<file path="src/pkg/ctu_pkg.sv">
// Purpose: Shared constants and types for the charge time unit control
// Assumes: APB slave, 32-bit data, one word per register
// Notes:   Register offsets are local choices

package ctu_pkg;

  // ***************************************************************
  // Register map
  // ***************************************************************
  localparam logic [7:0] EDGE_CONTROL_OFS   = 8'h00;
  localparam logic [7:0] CURRENT_CONTROL_OFS = 8'h04;
  localparam logic [7:0] IRQ_STATUS_OFS     = 8'h08;
  localparam logic [7:0] IRQ_MASK_OFS       = 8'h0c;
  localparam logic [7:0] UNIT_STATE_OFS     = 8'h10;

  // ***************************************************************
  // Field positions in edge_control
  // ***************************************************************
  localparam int UNIT_ENABLE_BIT   = 15;
  localparam int IDLE_STOP_BIT     = 13;
  localparam int DELAY_GEN_BIT     = 12;
  localparam int EDGE_ACCEPT_BIT   = 11;
  localparam int EDGE_ORDER_BIT    = 10;
  localparam int SOURCE_GROUND_BIT = 9;
  localparam int TRIGGER_OUT_BIT   = 8;
  localparam int EDGE_B_POL_BIT    = 7;
  localparam int EDGE_B_SRC_LSB    = 5;
  localparam int EDGE_A_POL_BIT    = 4;
  localparam int EDGE_A_SRC_LSB    = 2;
  localparam int EDGE_B_SEEN_BIT   = 1;
  localparam int EDGE_A_SEEN_BIT   = 0;

  // Field positions in current_source_control
  localparam int CURRENT_TRIM_LSB  = 10;
  localparam int CURRENT_RANGE_LSB = 8;

  // ***************************************************************
  // Reset values and masks
  // ***************************************************************
  localparam logic [15:0] EDGE_CONTROL_RST    = 16'h0000;
  localparam logic [15:0] CURRENT_CONTROL_RST = 16'h0000;
  localparam logic [15:0] EDGE_CONTROL_MASK   = 16'hbfff;
  localparam logic [15:0] CURRENT_CONTROL_MASK = 16'hff00;
  localparam logic [2:0]  IRQ_RST             = 3'h0;

  // Interrupt status layout
  localparam int IRQ_EDGE_A_BIT = 0;
  localparam int IRQ_EDGE_B_BIT = 1;
  localparam int IRQ_PULSE_BIT  = 2;

  // ***************************************************************
  // Types
  // ***************************************************************
  typedef enum logic [1:0] {
    CTU_SRC_TIMER   = 2'h0,
    CTU_SRC_COMPARE = 2'h1,
    CTU_SRC_PIN_B   = 2'h2,
    CTU_SRC_PIN_A   = 2'h3
  } ctu_src_e;

  typedef enum logic [1:0] {
    CTU_RANGE_OFF  = 2'h0,
    CTU_RANGE_BASE = 2'h1,
    CTU_RANGE_X10  = 2'h2,
    CTU_RANGE_X100 = 2'h3
  } ctu_range_e;

  typedef enum logic [3:0] {
    CTU_ST_IDLE   = 4'b0001,
    CTU_ST_WAIT_B = 4'b0010,
    CTU_ST_DELAY  = 4'b0100,
    CTU_ST_DONE   = 4'b1000
  } ctu_state_e;

  typedef struct packed {
    logic edge_pin_a;
    logic edge_pin_b;
    logic compare_unit_one;
    logic timer_unit_one;
  } ctu_edges_s;

  typedef struct packed {
    logic       source_on;
    logic       source_ground;
    logic       route_to_comparator_b;
    ctu_range_e current_range;
    logic [5:0] current_trim;
  } ctu_analog_s;

endpackage : ctu_pkg

</file>
<file path="src/core/ctu_core.sv">
// Purpose: Control logic of the charge time unit, APB slave
// Assumes: Single clock pclk at 10 MHz, asynchronous active-low reset
// Notes:   Analog source, comparator and converter sit outside
//
// Summary of operation
// - Unit enable gates all unit activity except the ground, range and trim outputs
// - Idle stop halts unit during idle
// - Delay generation enable selects pulse mode
// - Delay mode routes source to comparator B
// - Edge starts charge, trip raises pulse
// - Pulse output is registered on pclk
// - Edge accept enable blocks or passes edges
// - Order enable demands edge A before B
// - Ground bit grounds the current source
// - Polarity one rising, zero falling
// - Edge A source field, four sources
// - Edge seen flags set by hardware
// - Range field scales source current
// - Source on from edge A to edge B, or to trip in delay mode

`timescale 1ns/1ps
`default_nettype none

module ctu_core
  import ctu_pkg::*;
(
  // Clock and reset
  input  wire logic                pclk,
  input  wire logic                presetn,
  // APB slave
  input  wire logic                psel,
  input  wire logic                penable,
  input  wire logic                pwrite,
  input  wire logic [7:0]          paddr,
  input  wire logic [31:0]         pwdata,
  output var  logic [31:0]         prdata,
  output var  logic                pready,
  output var  logic                pslverr,
  // Edge sources and system state
  input  wire ctu_pkg::ctu_edges_s edges_in,
  input  wire logic                cpu_idle,
  input  wire logic                comparator_trip,
  // Analog controls and outputs
  output var  ctu_pkg::ctu_analog_s analog_ctl,
  output var  logic                pulse_out_pin,
  output var  logic                trigger_out,
  output var  logic                irq
);
  import ctu_pkg::*;

  // ***************************************************************
  // Registers
  // ***************************************************************
  logic [15:0] edge_control_reg;
  logic [15:0] current_control_reg;
  logic [2:0]  irq_status_reg;
  logic [2:0]  irq_mask_reg;
  ctu_state_e  state_reg;
  ctu_state_e  state_next;
  logic [3:0]  sync1_reg;
  logic [3:0]  sync2_reg;
  logic [3:0]  sync3_reg;
  logic [3:0]  level_reg;
  logic        trip_s1_reg;
  logic        trip_s2_reg;
  logic        trip_s3_reg;
  logic        trip_reg;

  // ***************************************************************
  // Input synchronisers, change taken when stages two and three agree
  // ***************************************************************
  logic [3:0] raw_edges;
  logic [3:0] level_next;
  assign raw_edges = {edges_in.edge_pin_a, edges_in.edge_pin_b,
                      edges_in.compare_unit_one, edges_in.timer_unit_one};

  always_comb begin
    for (int i = 0; i < 4; i++) begin
      level_next[i] = (sync2_reg[i] == sync3_reg[i]) ? sync3_reg[i] : level_reg[i];
    end
  end

  always_ff @(posedge pclk or negedge presetn) begin
    if (!presetn) begin
      sync1_reg   <= 4'h0;
      sync2_reg   <= 4'h0;
      sync3_reg   <= 4'h0;
      level_reg   <= 4'h0;
      trip_s1_reg <= 1'b0;
      trip_s2_reg <= 1'b0;
      trip_s3_reg <= 1'b0;
      trip_reg    <= 1'b0;
    end else begin
      sync1_reg   <= raw_edges;
      sync2_reg   <= sync1_reg;
      sync3_reg   <= sync2_reg;
      level_reg   <= level_next;
      trip_s1_reg <= comparator_trip;
      trip_s2_reg <= trip_s1_reg;
      trip_s3_reg <= trip_s2_reg;
      if (trip_s2_reg == trip_s3_reg) begin
        trip_reg <= trip_s3_reg;
      end
    end
  end

  // ***************************************************************
  // Edge selection and detection
  // ***************************************************************
  function automatic logic pick_source(input logic [1:0] sel, input logic [3:0] lv);
    unique case (ctu_src_e'(sel))
      CTU_SRC_PIN_A:   pick_source = lv[3];
      CTU_SRC_PIN_B:   pick_source = lv[2];
      CTU_SRC_COMPARE: pick_source = lv[1];
      CTU_SRC_TIMER:   pick_source = lv[0];
    endcase
  endfunction

  function automatic logic edge_hit(input logic pol, input logic prev, input logic cur);
    edge_hit = pol ? (!prev && cur) : (prev && !cur);
  endfunction

  logic active;
  logic edge_a_event;
  logic edge_b_event;
  logic edge_a_seen;
  logic edge_b_seen;

  assign active = edge_control_reg[UNIT_ENABLE_BIT] &&
                  !(edge_control_reg[IDLE_STOP_BIT] && cpu_idle);
  assign edge_a_seen = edge_control_reg[EDGE_A_SEEN_BIT];
  assign edge_b_seen = edge_control_reg[EDGE_B_SEEN_BIT];

  assign edge_a_event = active && edge_control_reg[EDGE_ACCEPT_BIT] &&
    edge_hit(edge_control_reg[EDGE_A_POL_BIT],
             pick_source(edge_control_reg[EDGE_A_SRC_LSB +: 2], level_reg),
             pick_source(edge_control_reg[EDGE_A_SRC_LSB +: 2], level_next));
  assign edge_b_event = active && edge_control_reg[EDGE_ACCEPT_BIT] &&
    (!edge_control_reg[EDGE_ORDER_BIT] || edge_a_seen) &&
    edge_hit(edge_control_reg[EDGE_B_POL_BIT],
             pick_source(edge_control_reg[EDGE_B_SRC_LSB +: 2], level_reg),
             pick_source(edge_control_reg[EDGE_B_SRC_LSB +: 2], level_next));

  // ***************************************************************
  // APB access
  // ***************************************************************
  logic wr_en;
  logic addr_ok;
  assign wr_en   = psel && penable && pwrite;
  assign addr_ok = (paddr == EDGE_CONTROL_OFS) || (paddr == CURRENT_CONTROL_OFS) ||
                   (paddr == IRQ_STATUS_OFS) || (paddr == IRQ_MASK_OFS) ||
                   (paddr == UNIT_STATE_OFS);

  // Edge control with hardware-set seen flags; set wins over clear
  always_ff @(posedge pclk or negedge presetn) begin
    if (!presetn) begin
      edge_control_reg <= EDGE_CONTROL_RST;
    end else begin
      if (wr_en && paddr == EDGE_CONTROL_OFS) begin
        edge_control_reg <= pwdata[15:0] & EDGE_CONTROL_MASK;
      end
      if (edge_a_event) begin
        edge_control_reg[EDGE_A_SEEN_BIT] <= 1'b1;
      end
      if (edge_b_event) begin
        edge_control_reg[EDGE_B_SEEN_BIT] <= 1'b1;
      end
    end
  end

  always_ff @(posedge pclk or negedge presetn) begin
    if (!presetn) begin
      current_control_reg <= CURRENT_CONTROL_RST;
    end else if (wr_en && paddr == CURRENT_CONTROL_OFS) begin
      current_control_reg <= pwdata[15:0] & CURRENT_CONTROL_MASK;
    end
  end

  // Interrupt status, write one to clear, set wins
  logic [2:0] irq_events;
  logic       pulse_rise;
  assign irq_events = {pulse_rise, edge_b_event, edge_a_event};

  always_ff @(posedge pclk or negedge presetn) begin
    if (!presetn) begin
      irq_status_reg <= IRQ_RST;
      irq_mask_reg   <= IRQ_RST;
    end else begin
      irq_status_reg <= (irq_status_reg &
        ~((wr_en && paddr == IRQ_STATUS_OFS) ? pwdata[2:0] : 3'h0)) | irq_events;
      if (wr_en && paddr == IRQ_MASK_OFS) begin
        irq_mask_reg <= pwdata[2:0];
      end
    end
  end

  always_ff @(posedge pclk or negedge presetn) begin
    if (!presetn) begin
      irq <= 1'b0;
    end else begin
      irq <= |(irq_status_reg & irq_mask_reg);
    end
  end

  // Read data and response
  always_ff @(posedge pclk or negedge presetn) begin
    if (!presetn) begin
      prdata  <= 32'h0000_0000;
      pready  <= 1'b0;
      pslverr <= 1'b0;
    end else begin
      pready  <= psel && !penable;
      pslverr <= psel && !penable && !addr_ok;
      if (psel && !penable && !pwrite) begin
        unique case (paddr)
          EDGE_CONTROL_OFS:    prdata <= {16'h0000, edge_control_reg};
          CURRENT_CONTROL_OFS: prdata <= {16'h0000, current_control_reg};
          IRQ_STATUS_OFS:      prdata <= {29'h0, irq_status_reg};
          IRQ_MASK_OFS:        prdata <= {29'h0, irq_mask_reg};
          UNIT_STATE_OFS:      prdata <= {27'h0, trip_reg, state_reg};
          default:             prdata <= 32'h0000_0000;
        endcase
      end
    end
  end

  // ***************************************************************
  // Sequencer
  // ***************************************************************
  logic delay_mode;
  assign delay_mode = edge_control_reg[DELAY_GEN_BIT];

  always_comb begin
    state_next = state_reg;
    unique case (state_reg)
      CTU_ST_IDLE: begin
        if (edge_a_event && !edge_b_seen) begin
          state_next = delay_mode ? CTU_ST_DELAY : CTU_ST_WAIT_B;
        end
      end
      CTU_ST_WAIT_B: begin
        if (edge_b_event || edge_b_seen) begin
          state_next = CTU_ST_DONE;
        end
      end
      CTU_ST_DELAY: begin
        if (trip_reg) begin
          state_next = CTU_ST_DONE;
        end
      end
      CTU_ST_DONE: begin
        if (!edge_a_seen && !edge_b_seen) begin
          state_next = CTU_ST_IDLE;
        end
      end
      default: state_next = CTU_ST_IDLE;
    endcase
    if (!active) begin
      state_next = CTU_ST_IDLE;
    end
  end

  always_ff @(posedge pclk or negedge presetn) begin
    if (!presetn) begin
      state_reg <= CTU_ST_IDLE;
    end else begin
      state_reg <= state_next;
    end
  end

  // ***************************************************************
  // Outputs
  // ***************************************************************
  assign pulse_rise = (state_reg == CTU_ST_DELAY) && (state_next == CTU_ST_DONE);

  always_ff @(posedge pclk or negedge presetn) begin
    if (!presetn) begin
      analog_ctl    <= '{source_on: 1'b0, source_ground: 1'b0,
                         route_to_comparator_b: 1'b0, current_range: CTU_RANGE_OFF,
                         current_trim: 6'h00};
      pulse_out_pin <= 1'b0;
      trigger_out   <= 1'b0;
    end else begin
      analog_ctl.source_on <= (state_next == CTU_ST_WAIT_B) ||
                              (state_next == CTU_ST_DELAY);
      analog_ctl.source_ground <= edge_control_reg[SOURCE_GROUND_BIT];
      analog_ctl.route_to_comparator_b <= active && delay_mode;
      analog_ctl.current_range <=
        ctu_range_e'(current_control_reg[CURRENT_RANGE_LSB +: 2]);
      analog_ctl.current_trim <= current_control_reg[CURRENT_TRIM_LSB +: 6];
      // Registered from the DONE state in delay mode; the true asynchronous pulse is formed
      // in the analog macro from the trip itself
      pulse_out_pin <= delay_mode && (state_next == CTU_ST_DONE);
      trigger_out <= edge_control_reg[TRIGGER_OUT_BIT] &&
                     (state_reg == CTU_ST_WAIT_B) && (state_next == CTU_ST_DONE);
    end
  end

endmodule // ctu_core

`default_nettype wire

</file>
<file path="config.mk">
export PLATFORM = sky130hd
export DESIGN_NAME = ctu_core
export DESIGN_NICKNAME = d
export VERILOG_FILES = /design/src/pkg/ctu_pkg.sv /design/src/core/ctu_core.sv
export SDC_FILE = /design/constraint.sdc
export NUM_CORES = 1
export LEC_CHECK = 0
export BUFFER_PORTS_ARGS = -buffer_cell sky130_fd_sc_hd__buf_4
export CAP_MARGIN = 20
export CORE_MARGIN = 4
export CORE_UTILIZATION = 47
export DETAILED_ROUTE_END_ITERATION = 10
export HOLD_SLACK_MARGIN = 0.1
export PLACE_DENSITY = 0.76
export SLEW_MARGIN = 20
export SYNTH_ARGS = -nofsm -noshare
export SYNTH_HDL_FRONTEND = slang
export SYNTH_SLANG_ARGS = --single-unit
</file>
<file path="constraint.sdc">
create_clock -name pclk -period 2 [get_ports pclk]
set_clock_uncertainty 0.2 [all_clocks]
set_input_delay 0.4 -clock pclk [delete_from_list [all_inputs] [get_ports pclk]]
set_output_delay 0.4 -clock pclk [all_outputs]
set_load 0.02 [all_outputs]
</file>
# Word level (Yosys, flattened, before mapping)
# Index checks and enable logic that the tools add are counted.
# totals
reg_bits,101
in_bits,51
output_inout_bits,48
# op_classes
n_eq_ne,22
n_reduce_logical,50
n_bitwise,4
n_mux,22
# ops
operator,n
$pmux W16 S5,1
$logic_and A1 B1 Y1,26
$mux W4,5
$eq A8 B4 Y1 const B,2
$pmux W1 S4,4
$pmux W4 S4,1
$logic_not A1 Y1,11
$eq A2 B2 Y1 const B,4
$eq A4 B2 Y1 const B,2
$eq A4 B3 Y1 const B,2
$eq A4 B4 Y1 const B,2
$eq A8 B3 Y1 const B,1
$eq A8 B5 Y1 const B,1
$logic_not A8 Y1,1
$mux W1,8
$logic_or A1 B1 Y1,7
$and A3 B3 Y3,2
$mux W3,2
$eq A1 B1 Y1,5
$eq A2 B1 Y1 const B,2
$eq A4 B1 Y1 const B,1
$logic_not A2 Y1,2
$reduce_bool A2 Y1,2
$not A3 Y3,1
other kinds (3),3

# Longest topological paths before layout
# Gate-level depths: netlist of run 1.
# logic_depth
word_depth,14
depth_mapped,6

# Worst setup path after synthesis of run 1
# No wires, ideal clock.
# synth_timing
path_kind,input-to-reg
from,input port paddr[0]
to,register prdata[10]
cell_stages,5
path_slack_ns,-0.216
arrival_time_ns,1.939
n_path_buf,0
path_cell_list,or4_4 or2_4 or2_4 or3_4 o21ai_1
# synth_between
elab_chain_cells,2
# synth_lines
item,line_no,source
from (decl),ctu_core.sv:34,"input wire logic [7:0] paddr,"
$eq A8 B5 Y1 (tied with other cells),ctu_core.sv:215,unique case (paddr)
$pmux W16 S5 *,ctu_core.sv:215,
to (signal assigned),ctu_core.sv:216,"EDGE_CONTROL_OFS: prdata <= {16'h0000, edge_control_reg};"
to (signal assigned),ctu_core.sv:217,"CURRENT_CONTROL_OFS: prdata <= {16'h0000, current_control_reg};"
to (signal assigned),ctu_core.sv:218,"IRQ_STATUS_OFS: prdata <= {29'h0, irq_status_reg};"
to (decl),ctu_core.sv:36,"output var logic [31:0] prdata,"
# Mark *: on every way between the ends. The rest lies on a longest branch, timed or not.
# A chain may end at the register's enable or synchronous reset.

# Worst setup path after layout of run 1
# layout_timing
from,register sync2_reg[3]
to,register state_reg[0]
# layout_between
elab_chain_cells,11
# layout_lines
item,line_no,source
from (decl),ctu_core.sv:61,logic [3:0] sync2_reg;
from (signal assigned),ctu_core.sv:95,sync2_reg <= sync1_reg;
$eq A1 B1 Y1 *,ctu_core.sv:79,level_next[i] = (sync2_reg[i] == sync3_reg[i]) ? sync3_reg[i] : level_reg[i];
$mux W1 *,ctu_core.sv:79,
via level_next[3],ctu_core.sv:73,logic [3:0] level_next;
$pmux W1 S4,ctu_core.sv:111,unique case (ctu_src_e'(sel))
$logic_not A1 Y1,ctu_core.sv:120,edge_hit = pol ? (!prev && cur) : (prev && !cur);
$logic_and A1 B1 Y1,ctu_core.sv:120,
$mux W1,ctu_core.sv:120,
"$logic_and A1 B1 Y1, on equally long branches","ctu_core.sv:139, ctu_core.sv:134",
$logic_or A1 B1 Y1 or $logic_and A1 B1 Y1 (tied branches),"ctu_core.sv:242, ctu_core.sv:237",
"$mux W4, on equally long branches","ctu_core.sv:242, ctu_core.sv:237",
$pmux W4 S4 *,ctu_core.sv:235,unique case (state_reg)
$mux W4 *,ctu_core.sv:258,if (!active) begin
via state_next[0],ctu_core.sv:59,ctu_state_e state_next;
to (signal assigned),ctu_core.sv:267,state_reg <= state_next;
to (decl),ctu_core.sv:58,ctu_state_e state_reg;
# Mark *: on every way through the listed nets, which the timed path passes. The rest lies on a longest branch.

==> results of run 1 <==
==> power breakdown <==
group	total (uW)	internal (uW)	switching, uW	leakage (uW)
sequential	1780	1760	26.7	0.00113
combinational	308	161	147	0.00111
clock	1240	619	622	0.0000955
==> final cells by class <==
cell class,instances,area (sq um),share of cell area
repair buffers,120,972,0.201
multi-input cells,181,1380,0.286
flip-flops and latches,85,2130,0.440
clock buffers,10,138,0.0285
clock inverters,6,70.1,0.0145
well taps,99,124,0.0256
inverters,6,22.5,0.00466
==> stage by stage <==
step,setup slack (ps),hold WS (ps)
global route,-152,111
detailed placement,-381,135
floorplan,-216,-95.6
finish,-102,125
CTS,-95.0,102
global placement,-371,132
==> how the worst max path moves through the flow <==
stage / end / slack, ps / depth (start not counted)
after detailed placement: prdata[9]$_DFFE_PN0P_ / -380 / 6
after global placement: prdata[10]$_DFFE_PN0P_ / -370 / 6
after floorplan: prdata[10]$_DFFE_PN0P_ / -220 / 5
after CTS: state_reg[0]$_DFF_PN1_ / -100 / 5
after global routing: state_reg[0]$_DFF_PN1_ / -150 / 5
final: state_reg[0]$_DFF_PN1_ / -100 / 5
==> timing repair <==
action / in CTS / in global routing
endpoints found under the setup margin: 10 / 14
hold buffers: 22 / 0
pin swaps: 7 / 4
hold endpoints to repair: 56 / 0
buffers inserted: 2 / 1
resized for setup: 6 / 6
==> synthesized netlist by cell type, types with 2 or more instances <==
master	n	area [sq um]
sky130_fd_sc_hd__nor4b_1	7	61.3
sky130_fd_sc_hd__mux2i_1	10	100
sky130_fd_sc_hd__nand4_1	2	12.5
sky130_fd_sc_hd__a21boi_0	2	15.0
sky130_fd_sc_hd__nor2_1	8	30.0
sky130_fd_sc_hd__nand3_1	6	30.0
sky130_fd_sc_hd__or2_4	2	17.5
sky130_fd_sc_hd__buf_4	16	120
sky130_fd_sc_hd__o21ai_1	5	25.0
sky130_fd_sc_hd__nand2_1	23	86.3
sky130_fd_sc_hd__inv_1	6	22.5
sky130_fd_sc_hd__buf_2	2	10.0
sky130_fd_sc_hd__a22oi_1	4	30.0
sky130_fd_sc_hd__dfrtp_1	84	2100
sky130_fd_sc_hd__o21ai_2	2	17.5
sky130_fd_sc_hd__mux2_2	30	338
sky130_fd_sc_hd__a21oi_1	6	30.0
sky130_fd_sc_hd__and4b_1	3	30.0
sky130_fd_sc_hd__nor4_1	2	12.5
sky130_fd_sc_hd__nand2b_1	7	43.8
sky130_fd_sc_hd__mux4_2	2	45.0
sky130_fd_sc_hd__nor3_1	2	10.0
sky130_fd_sc_hd__o32ai_1	2	17.5
sky130_fd_sc_hd__a22o_1	4	35.0
sky130_fd_sc_hd__o21ai_0	10	50.1
sky130_fd_sc_hd__maj3_1	5	50.1
sky130_fd_sc_hd__clkbuf_1	5	18.8
sky130_fd_sc_hd__nor2b_1	4	25.0
==> routing by layer <==
layer	track usage	vias up	wire length, um
li1	-	1218	-
met1	0.231	1255	3330
met2	0.272	80	3530
met3	0.0434	9	478
met4	0.0613	0	118
met5	0	-	0
==> logic make-up after synthesis <==
logic type	Yosys count
AND/OR/NAND/NOR	76
buffers and inverters	30
flip-flops	85
other	1
XOR/XNOR	1
multiplexers	42
AO/OA/AOI/OAI	41
adder cells (fa/ha/maj)	5
==> critical path, cell delays in order, from the launching register on <==
cell                       delay (ps)
sky130_fd_sc_hd__dfrtp_1          390
sky130_fd_sc_hd__maj3_2           320
sky130_fd_sc_hd__mux4_2           530
sky130_fd_sc_hd__mux2i_4          220
sky130_fd_sc_hd__nand2b_1          80
sky130_fd_sc_hd__a221o_1          290
==> flow_summary.rst, run 1 <==
.. list-table::
   :header-rows: 1

   * - Metric
     - Value
   * - Maximum resistive drop on vdd
     - 407 uV
   * - Dominant combinational cell family by area after synthesis
     - multiplexers
   * - Die H
     - 95.3 um
   * - Transition at the pin with the smallest max-transition slack
     - 548 ps
   * - Placement row count
     - 31
   * - Flop2flop setup slack
     - -100 ps
   * - Largest driver fanout on the critical path
     - 3
   * - Boundary Pins
     - 99
   * - Number of sinks on the clock net
     - 85
   * - Horiz. Die Dim
     - 95.3 um
   * - Routed length per instance
     - 14.7 um
   * - Maximum level of the CTS H-tree
     - 3
   * - Number of endpoints failing setup at the final stage
     - 6
   * - Critical R2R Launch
     - sync2_reg[3]$_DFF_PN0_
   * - Placed instance area
     - 4350 sq um
   * - Most instantiated flip-flop cell in the synthesis netlist
     - sky130_fd_sc_hd__dfrtp_1
   * - Final hold vios
     - 0
   * - Worst hold-check path type
     - input pin to register
   * - Number of cells in the design after placement
     - 467
   * - Final slew viol count
     - 0
   * - DRC violation count after routing
     - 0
   * - Clock Pin Slew Worst Setup and Hold Paths
     - 90 ps
   * - CTS tree
     - done
   * - Post-synthesis xor/xnor area fraction
     - 0.00245
   * - Worst setup path startpoint
     - sync2_reg[3]$_DFF_PN0_
   * - Setup repair after global routing missed its margin
     - yes
   * - Antenna-violating nets left
     - 0
   * - NumNets Final
     - 454
   * - Reg2reg path depth
     - 5
   * - Global-route wire length before repair
     - 12,000 um
   * - Standby leakage power
     - 0.00234 uW
   * - Number of global-route vias before repair
     - 2,508
   * - Tcrit/Tclk final
     - 1.05
   * - Final core utilization
     - 0.660
   * - DP HPWL
     - 5320 um
   * - Achievable clock frequency
     - 476 MHz
   * - Type of the setup path with the least slack
     - register to register
   * - Required time of the critical path
     - 2080 ps
   * - Setup tns final
     - -238 ps
   * - Worst hold path cell count
     - 2
   * - Startpoint type of the worst setup path
     - register
   * - Wire length after detailed routing
     - 7460 um
   * - Number of input and output port buffers inserted
     - 66
   * - Maximum number of pins on one net before global-route repair
     - 40
   * - Area of the mapped netlist
     - 3580 sq um
   * - Overall power of the completed layout
     - 3330 uW
   * - Power density over the cells
     - 689 nW/um^2
   * - Max reg flops
     - 16
   * - Core box area
     - 7330 sq um
   * - Status
     - complete, but fails checks
   * - Worst Min Path Start
     - pwdata[2]
   * - Post-route cell area
     - 4840 sq um
   * - Violations in the final reports
     - negative setup slack
   * - All-Layer GR Usage
     - 0.172
   * - Number of maximum-capacitance violations
     - 0
   * - Number of warning messages in the yosys log
     - 0
   * - Clock latency reported for the late side of the worst-skew pair
     - 350 ps
   * - Number of flip-flops and latches in the synthesized netlist
     - 85
   * - Clock tree root buffer cell
     - sky130_fd_sc_hd__clkbuf_8
   * - Maximum buffer depth of the clock tree
     - 2
   * - Data arrival time of the critical path
     - 2180 ps
   * - Multiplexer area fraction after synthesis
     - 0.135
   * - Die Footprint
     - 9080 sq um
   * - Grt ovf
     - 0
   * - Top library cells by usage in the layout, fill and taps aside
     - 96 x sky130_fd_sc_hd__buf_4, 84 x sky130_fd_sc_hd__dfrtp_1, 30 x sky130_fd_sc_hd__mux2_2
   * - Fill cell instance count of the final layout
     - 548
   * - Number of distinct library cells after synthesis
     - 48
   * - Crit path setup slack, layout
     - -102 ps
   * - Post-synthesis instance total
     - 281
   * - Rel. slew slack
     - 0.630
   * - Vias per inst
     - 5.05
   * - Diodes inserted
     - 0
   * - Proportion of layout cells with a drive suffix above 1
     - 0.417
   * - End point of the most critical hold path
     - irq_mask_reg[2]$_DFFE_PN0P_
   * - Area added between synthesis and finish
     - 35.1%
   * - Starting density of the core
     - 0.488
   * - Most common cell after layout, fill and taps aside
     - sky130_fd_sc_hd__buf_4
   * - Number of vias after detailed routing
     - 2,562
   * - First-pass iteration count of the detailed router
     - 4
   * - Initial antenna violation count
     - 0
   * - Crit path capture type
     - register
   * - Proportion of register bits with asynchronous set or reset after synthesis
     - 1.00
   * - Initial drt markers
     - 135
   * - Post-layout instance count excluding filler cells
     - 507
   * - Final critical path time including I/O delays and setup
     - 2100 ps
   * - Synth Area in Compound Gates
     - 0.0769
   * - Synthesized-area fraction occupied by adder cells
     - 0.0140
   * - Destination of the worst register-to-register timing path
     - state_reg[0]$_DFF_PN1_
   * - Syn avg cell area
     - 12.7 sq um
   * - Share of synthesized area occupied by flip-flops and latches
     - 0.595
   * - Simple-Gate Fraction of Synth Area
     - 0.127
   * - Placer congestion estimate
     - 0.821
   * - Number of enable-type register cells in the synthesized netlist
     - 0
   * - Number of buffers inserted during clock tree synthesis
     - 9
Power figures use the tool's default switching activity.
==> run 2: changes to the inputs <==
--- a/config.mk
+++ b/config.mk
@@ -11,7 +11,7 @@
 export CORE_UTILIZATION = 47
 export DETAILED_ROUTE_END_ITERATION = 10
 export HOLD_SLACK_MARGIN = 0.1
-export PLACE_DENSITY = 0.76
+export PLACE_DENSITY = 0.88
 export SLEW_MARGIN = 20
 export SYNTH_ARGS = -nofsm -noshare
 export SYNTH_HDL_FRONTEND = slang
==> constraint.sdc (replaced) <==
create_clock -name pclk -period 2 [get_ports pclk]
set_clock_uncertainty 0.2 [all_clocks]
set_input_delay 0.1 -clock pclk [delete_from_list [all_inputs] [get_ports pclk]]
set_output_delay 0.1 -clock pclk [all_outputs]
set_load 0.02 [all_outputs]
==> run 2 against run 1 <==
  * The flow still finishes with violations (negative setup slack)
  * Worst setup slack got worse by 44 ps
  * Sequential share of layout area is 1.1 points lower
  * Maximum frequency decreased by 2.1%
  * Critical path depth unchanged
  * Wire length grew 16%
  * Register-to-register slack worse by 40 ps
  * Die area is the same
  * Combinational power up 7.8%
  * Core utilization up 1.7 points
==> flow_summary.rst, run 2 (synthesis results as in run 1) <==
.. list-table::
   :header-rows: 1

   * - Metric
     - Value
   * - Worst setup path startpoint
     - level_reg[3]$_DFF_PN0_
   * - Number of maximum-capacitance violations
     - 0 (unchanged)
   * - NumNets Final
     - 463 (+2.0%)
   * - Number of endpoints failing setup at the final stage
     - 6 (unchanged)
   * - Max reg flops
     - 16 (unchanged)
   * - Final critical path time including I/O delays and setup
     - 2150 ps (+44.1 ps)
   * - Slowest library cell on the worst path
     - sky130_fd_sc_hd__mux4_2
   * - Largest driver fanout on the critical path
     - 3 (unchanged)
   * - Global-route wire length before repair
     - 13,800 um (+15%)
   * - Delay of the slowest critical-path stage
     - 530 ps (about the same)
   * - Clock Pin Slew Worst Setup and Hold Paths
     - 80 ps (about the same)
   * - Destination of the worst register-to-register timing path
     - state_reg[0]$_DFF_PN1_
   * - Routed length per instance
     - 16.8 um (+14%)
   * - Rel. slew slack
     - 0.586 (-0.0439)
   * - Area added between synthesis and finish
     - 38.5%
   * - Die Footprint
     - 9080 sq um (unchanged)
   * - Met1 wire length
     - 3410 um (+2.4%)
   * - Number of sinks on the clock net
     - 85 (unchanged)
   * - Number of vias after detailed routing
     - 2,689 (+5.0%)
   * - Clock tree root buffer cell
     - sky130_fd_sc_hd__clkbuf_8
   * - Maximum level of the CTS H-tree
     - 3 (unchanged)
   * - All-Layer GR Usage
     - 0.203 (+0.0312)
   * - Vias per inst
     - 5.21 (+3.1%)
   * - Uppermost metal layer occupied by signal nets
     - met4
   * - Setup tns final
     - -427 ps (-189 ps)
   * - Maximum resistive drop on vdd
     - 441 uV (+8.3%)
   * - Tcrit/Tclk final
     - 1.07 (+0.0221)
   * - Flop2flop setup slack
     - -150 ps (-40 ps)
   * - Met2 wire length
     - 4430 um (+25%)
   * - Area of the multi-input gates
     - 1390 sq um (+0.82%)
   * - Proportion of layout cells with a drive suffix above 1
     - 0.403 (-0.0138)
   * - Worst hold margin
     - 149 ps (+23.7 ps)
   * - Number of buffers inserted during clock tree synthesis
     - 9 (unchanged)
   * - Initial drt markers
     - 260 (+93%)
   * - First-pass iteration count of the detailed router
     - 4 (unchanged)
   * - Core box area
     - 7330 sq um (unchanged)
   * - Reg2reg path depth
     - 5 (unchanged)
   * - Endpoint of the worst setup timing path
     - state_reg[0]$_DFF_PN1_
   * - Grt ovf
     - 0 (unchanged)
   * - Type of the setup path with the least slack
     - register to register
   * - Maximum buffer depth of the clock tree
     - 2 (unchanged)
   * - Wire length after detailed routing
     - 8680 um (+16%)
   * - Antenna-violating nets left
     - 0 (unchanged)
   * - Required time of the critical path
     - 2080 ps (about the same)
   * - Cells along the critical path
     - maj3_2 -> mux4_2 -> mux2i_4 -> nand2b_1 -> a221o_1
   * - Placement row count
     - 31 (unchanged)
   * - Top library cells by usage in the layout, fill and taps aside
     - 94 x sky130_fd_sc_hd__buf_4, 84 x sky130_fd_sc_hd__dfrtp_1, 33 x sky130_fd_sc_hd__dlygate4sd3_1
   * - Final slew viol count
     - 0 (unchanged)
   * - Boundary Pins
     - 99 (unchanged)
   * - Maximum number of pins on one net before global-route repair
     - 41 (+2.5%)
   * - Crit path capture type
     - register
   * - Number of input and output port buffers inserted
     - 66 (unchanged)
   * - Number of global-route vias before repair
     - 2,829 (+13%)
   * - Achievable clock frequency
     - 466 MHz (-2.1%)
   * - Worst hold-check path type
     - register to register
   * - Placer congestion estimate
     - 0.896 (+9.2%)
   * - Violations in the final reports
     - negative setup slack
   * - Standby leakage power
     - 0.00239 uW (+1.9%)
   * - Die H
     - 95.3 um (unchanged)
   * - Crit path setup slack, layout
     - -146 ps (-44.1 ps)
   * - Power density over the cells
     - 692 nW/um^2 (+0.35%)
   * - Setup repair after global routing missed its margin
     - yes
   * - Clock latency reported for the late side of the worst-skew pair
     - 360 ps (about the same)
   * - DRC violation count after routing
     - 0 (unchanged)
   * - Fill cell instance count of the final layout
     - 501 (-8.6%)
   * - Diodes inserted
     - 0 (unchanged)
   * - Data arrival time of the critical path
     - 2230 ps (+50 ps)
   * - Most common cell after layout, fill and taps aside
     - sky130_fd_sc_hd__buf_4
   * - DP HPWL
     - 5790 um (+8.7%)
   * - Status
     - complete, but fails checks
   * - Startpoint type of the worst setup path
     - register
   * - Transition at the pin with the smallest max-transition slack
     - 613 ps (+64.9 ps)
   * - Final hold vios
     - 0 (unchanged)
   * - Footprint of the flip-flops and latches
     - 2130 sq um (unchanged)
   * - Critical R2R Launch
     - level_reg[3]$_DFF_PN0_
   * - Met3 routed wirelength
     - 578 um (+21%)
   * - Starting density of the core
     - 0.488 (unchanged)
   * - Horiz. Die Dim
     - 95.3 um (unchanged)
   * - Initial antenna violation count
     - 0 (unchanged)
   * - CTS tree
     - done
run 2: layout make-up:
type | instances | area share
Sequential cell | 85 | 0.429
Clock inverter | 6 | 0.0177
Inverter | 6 | 0.00454
Multi-Input combinational cell | 181 | 0.281
Tap cell | 99 | 0.0250
Clock buffer | 10 | 0.0257
Timing Repair Buffer | 129 | 0.217
run 2: how the worst min path moves through the flow:
stage                      startpoint                       to  slack (ps)  cells past startpoint
6_report       sync1_reg[0]$_DFF_PN0_   sync2_reg[0]$_DFF_PN0_         150                      0
3_3_place_gp                  presetn   sync1_reg[3]$_DFF_PN0_        -100                      1
5_1_grt        sync1_reg[2]$_DFF_PN0_   sync2_reg[2]$_DFF_PN0_         160                      0
2_1_floorplan                 presetn  analog_ctl[0]$_DFF_PN0_        -400                      0
3_5_place_dp                  presetn   sync1_reg[3]$_DFF_PN0_         -90                      1
4_1_cts                          psel    prdata[3]$_DFFE_PN0P_         120                      5
run 2: per-layer routing:
layer	global-route usage	vias to the layer above
met4	0.101	0
met3	0.0521	22
met1	0.241	1321
li1	-	1234
met2	0.343	112
met5	0	-
run 2: where the power goes:
group | internal [uW] | switching (uW)
sequential | 1760 | 29.4
combinational | 172 | 160
clock | 701 | 611
total | 2630 | 800
run 2: stage by stage:
step           instances  cell area (sq um)  power (uW)  setup slack (ps)   util
2_1_floorplan        296               3640        1940             -14.6      -
3_3_place_gp         461               4310        2060             -81.0  0.588
3_5_place_dp         461               4310        2070              -136  0.588
4_1_cts              513               4930        3440              -113  0.672
5_1_grt              516               4960        3550              -186  0.676
6_report             516               4960        3430              -146  0.676
run 2: repair_timing:
action / CTS / global route
gates resized for setup: 11 / 5
endpoints found under the setup margin: 8 / 12
pin swaps: 2 / 1
endpoints found under the hold margin: 141 / 0
hold buffers: 33 / 0
setup buffers: 3 / 3
run 2: critical path, delay by kind of cell (launching register included):
kind / cells / cell delay (ps)
AOI/OAI and AO/OA: 1 / 290
DFF: 1 / 410
muxes: 2 / 780
adders and majority gates: 1 / 320
and+or+nand+nor: 1 / 80
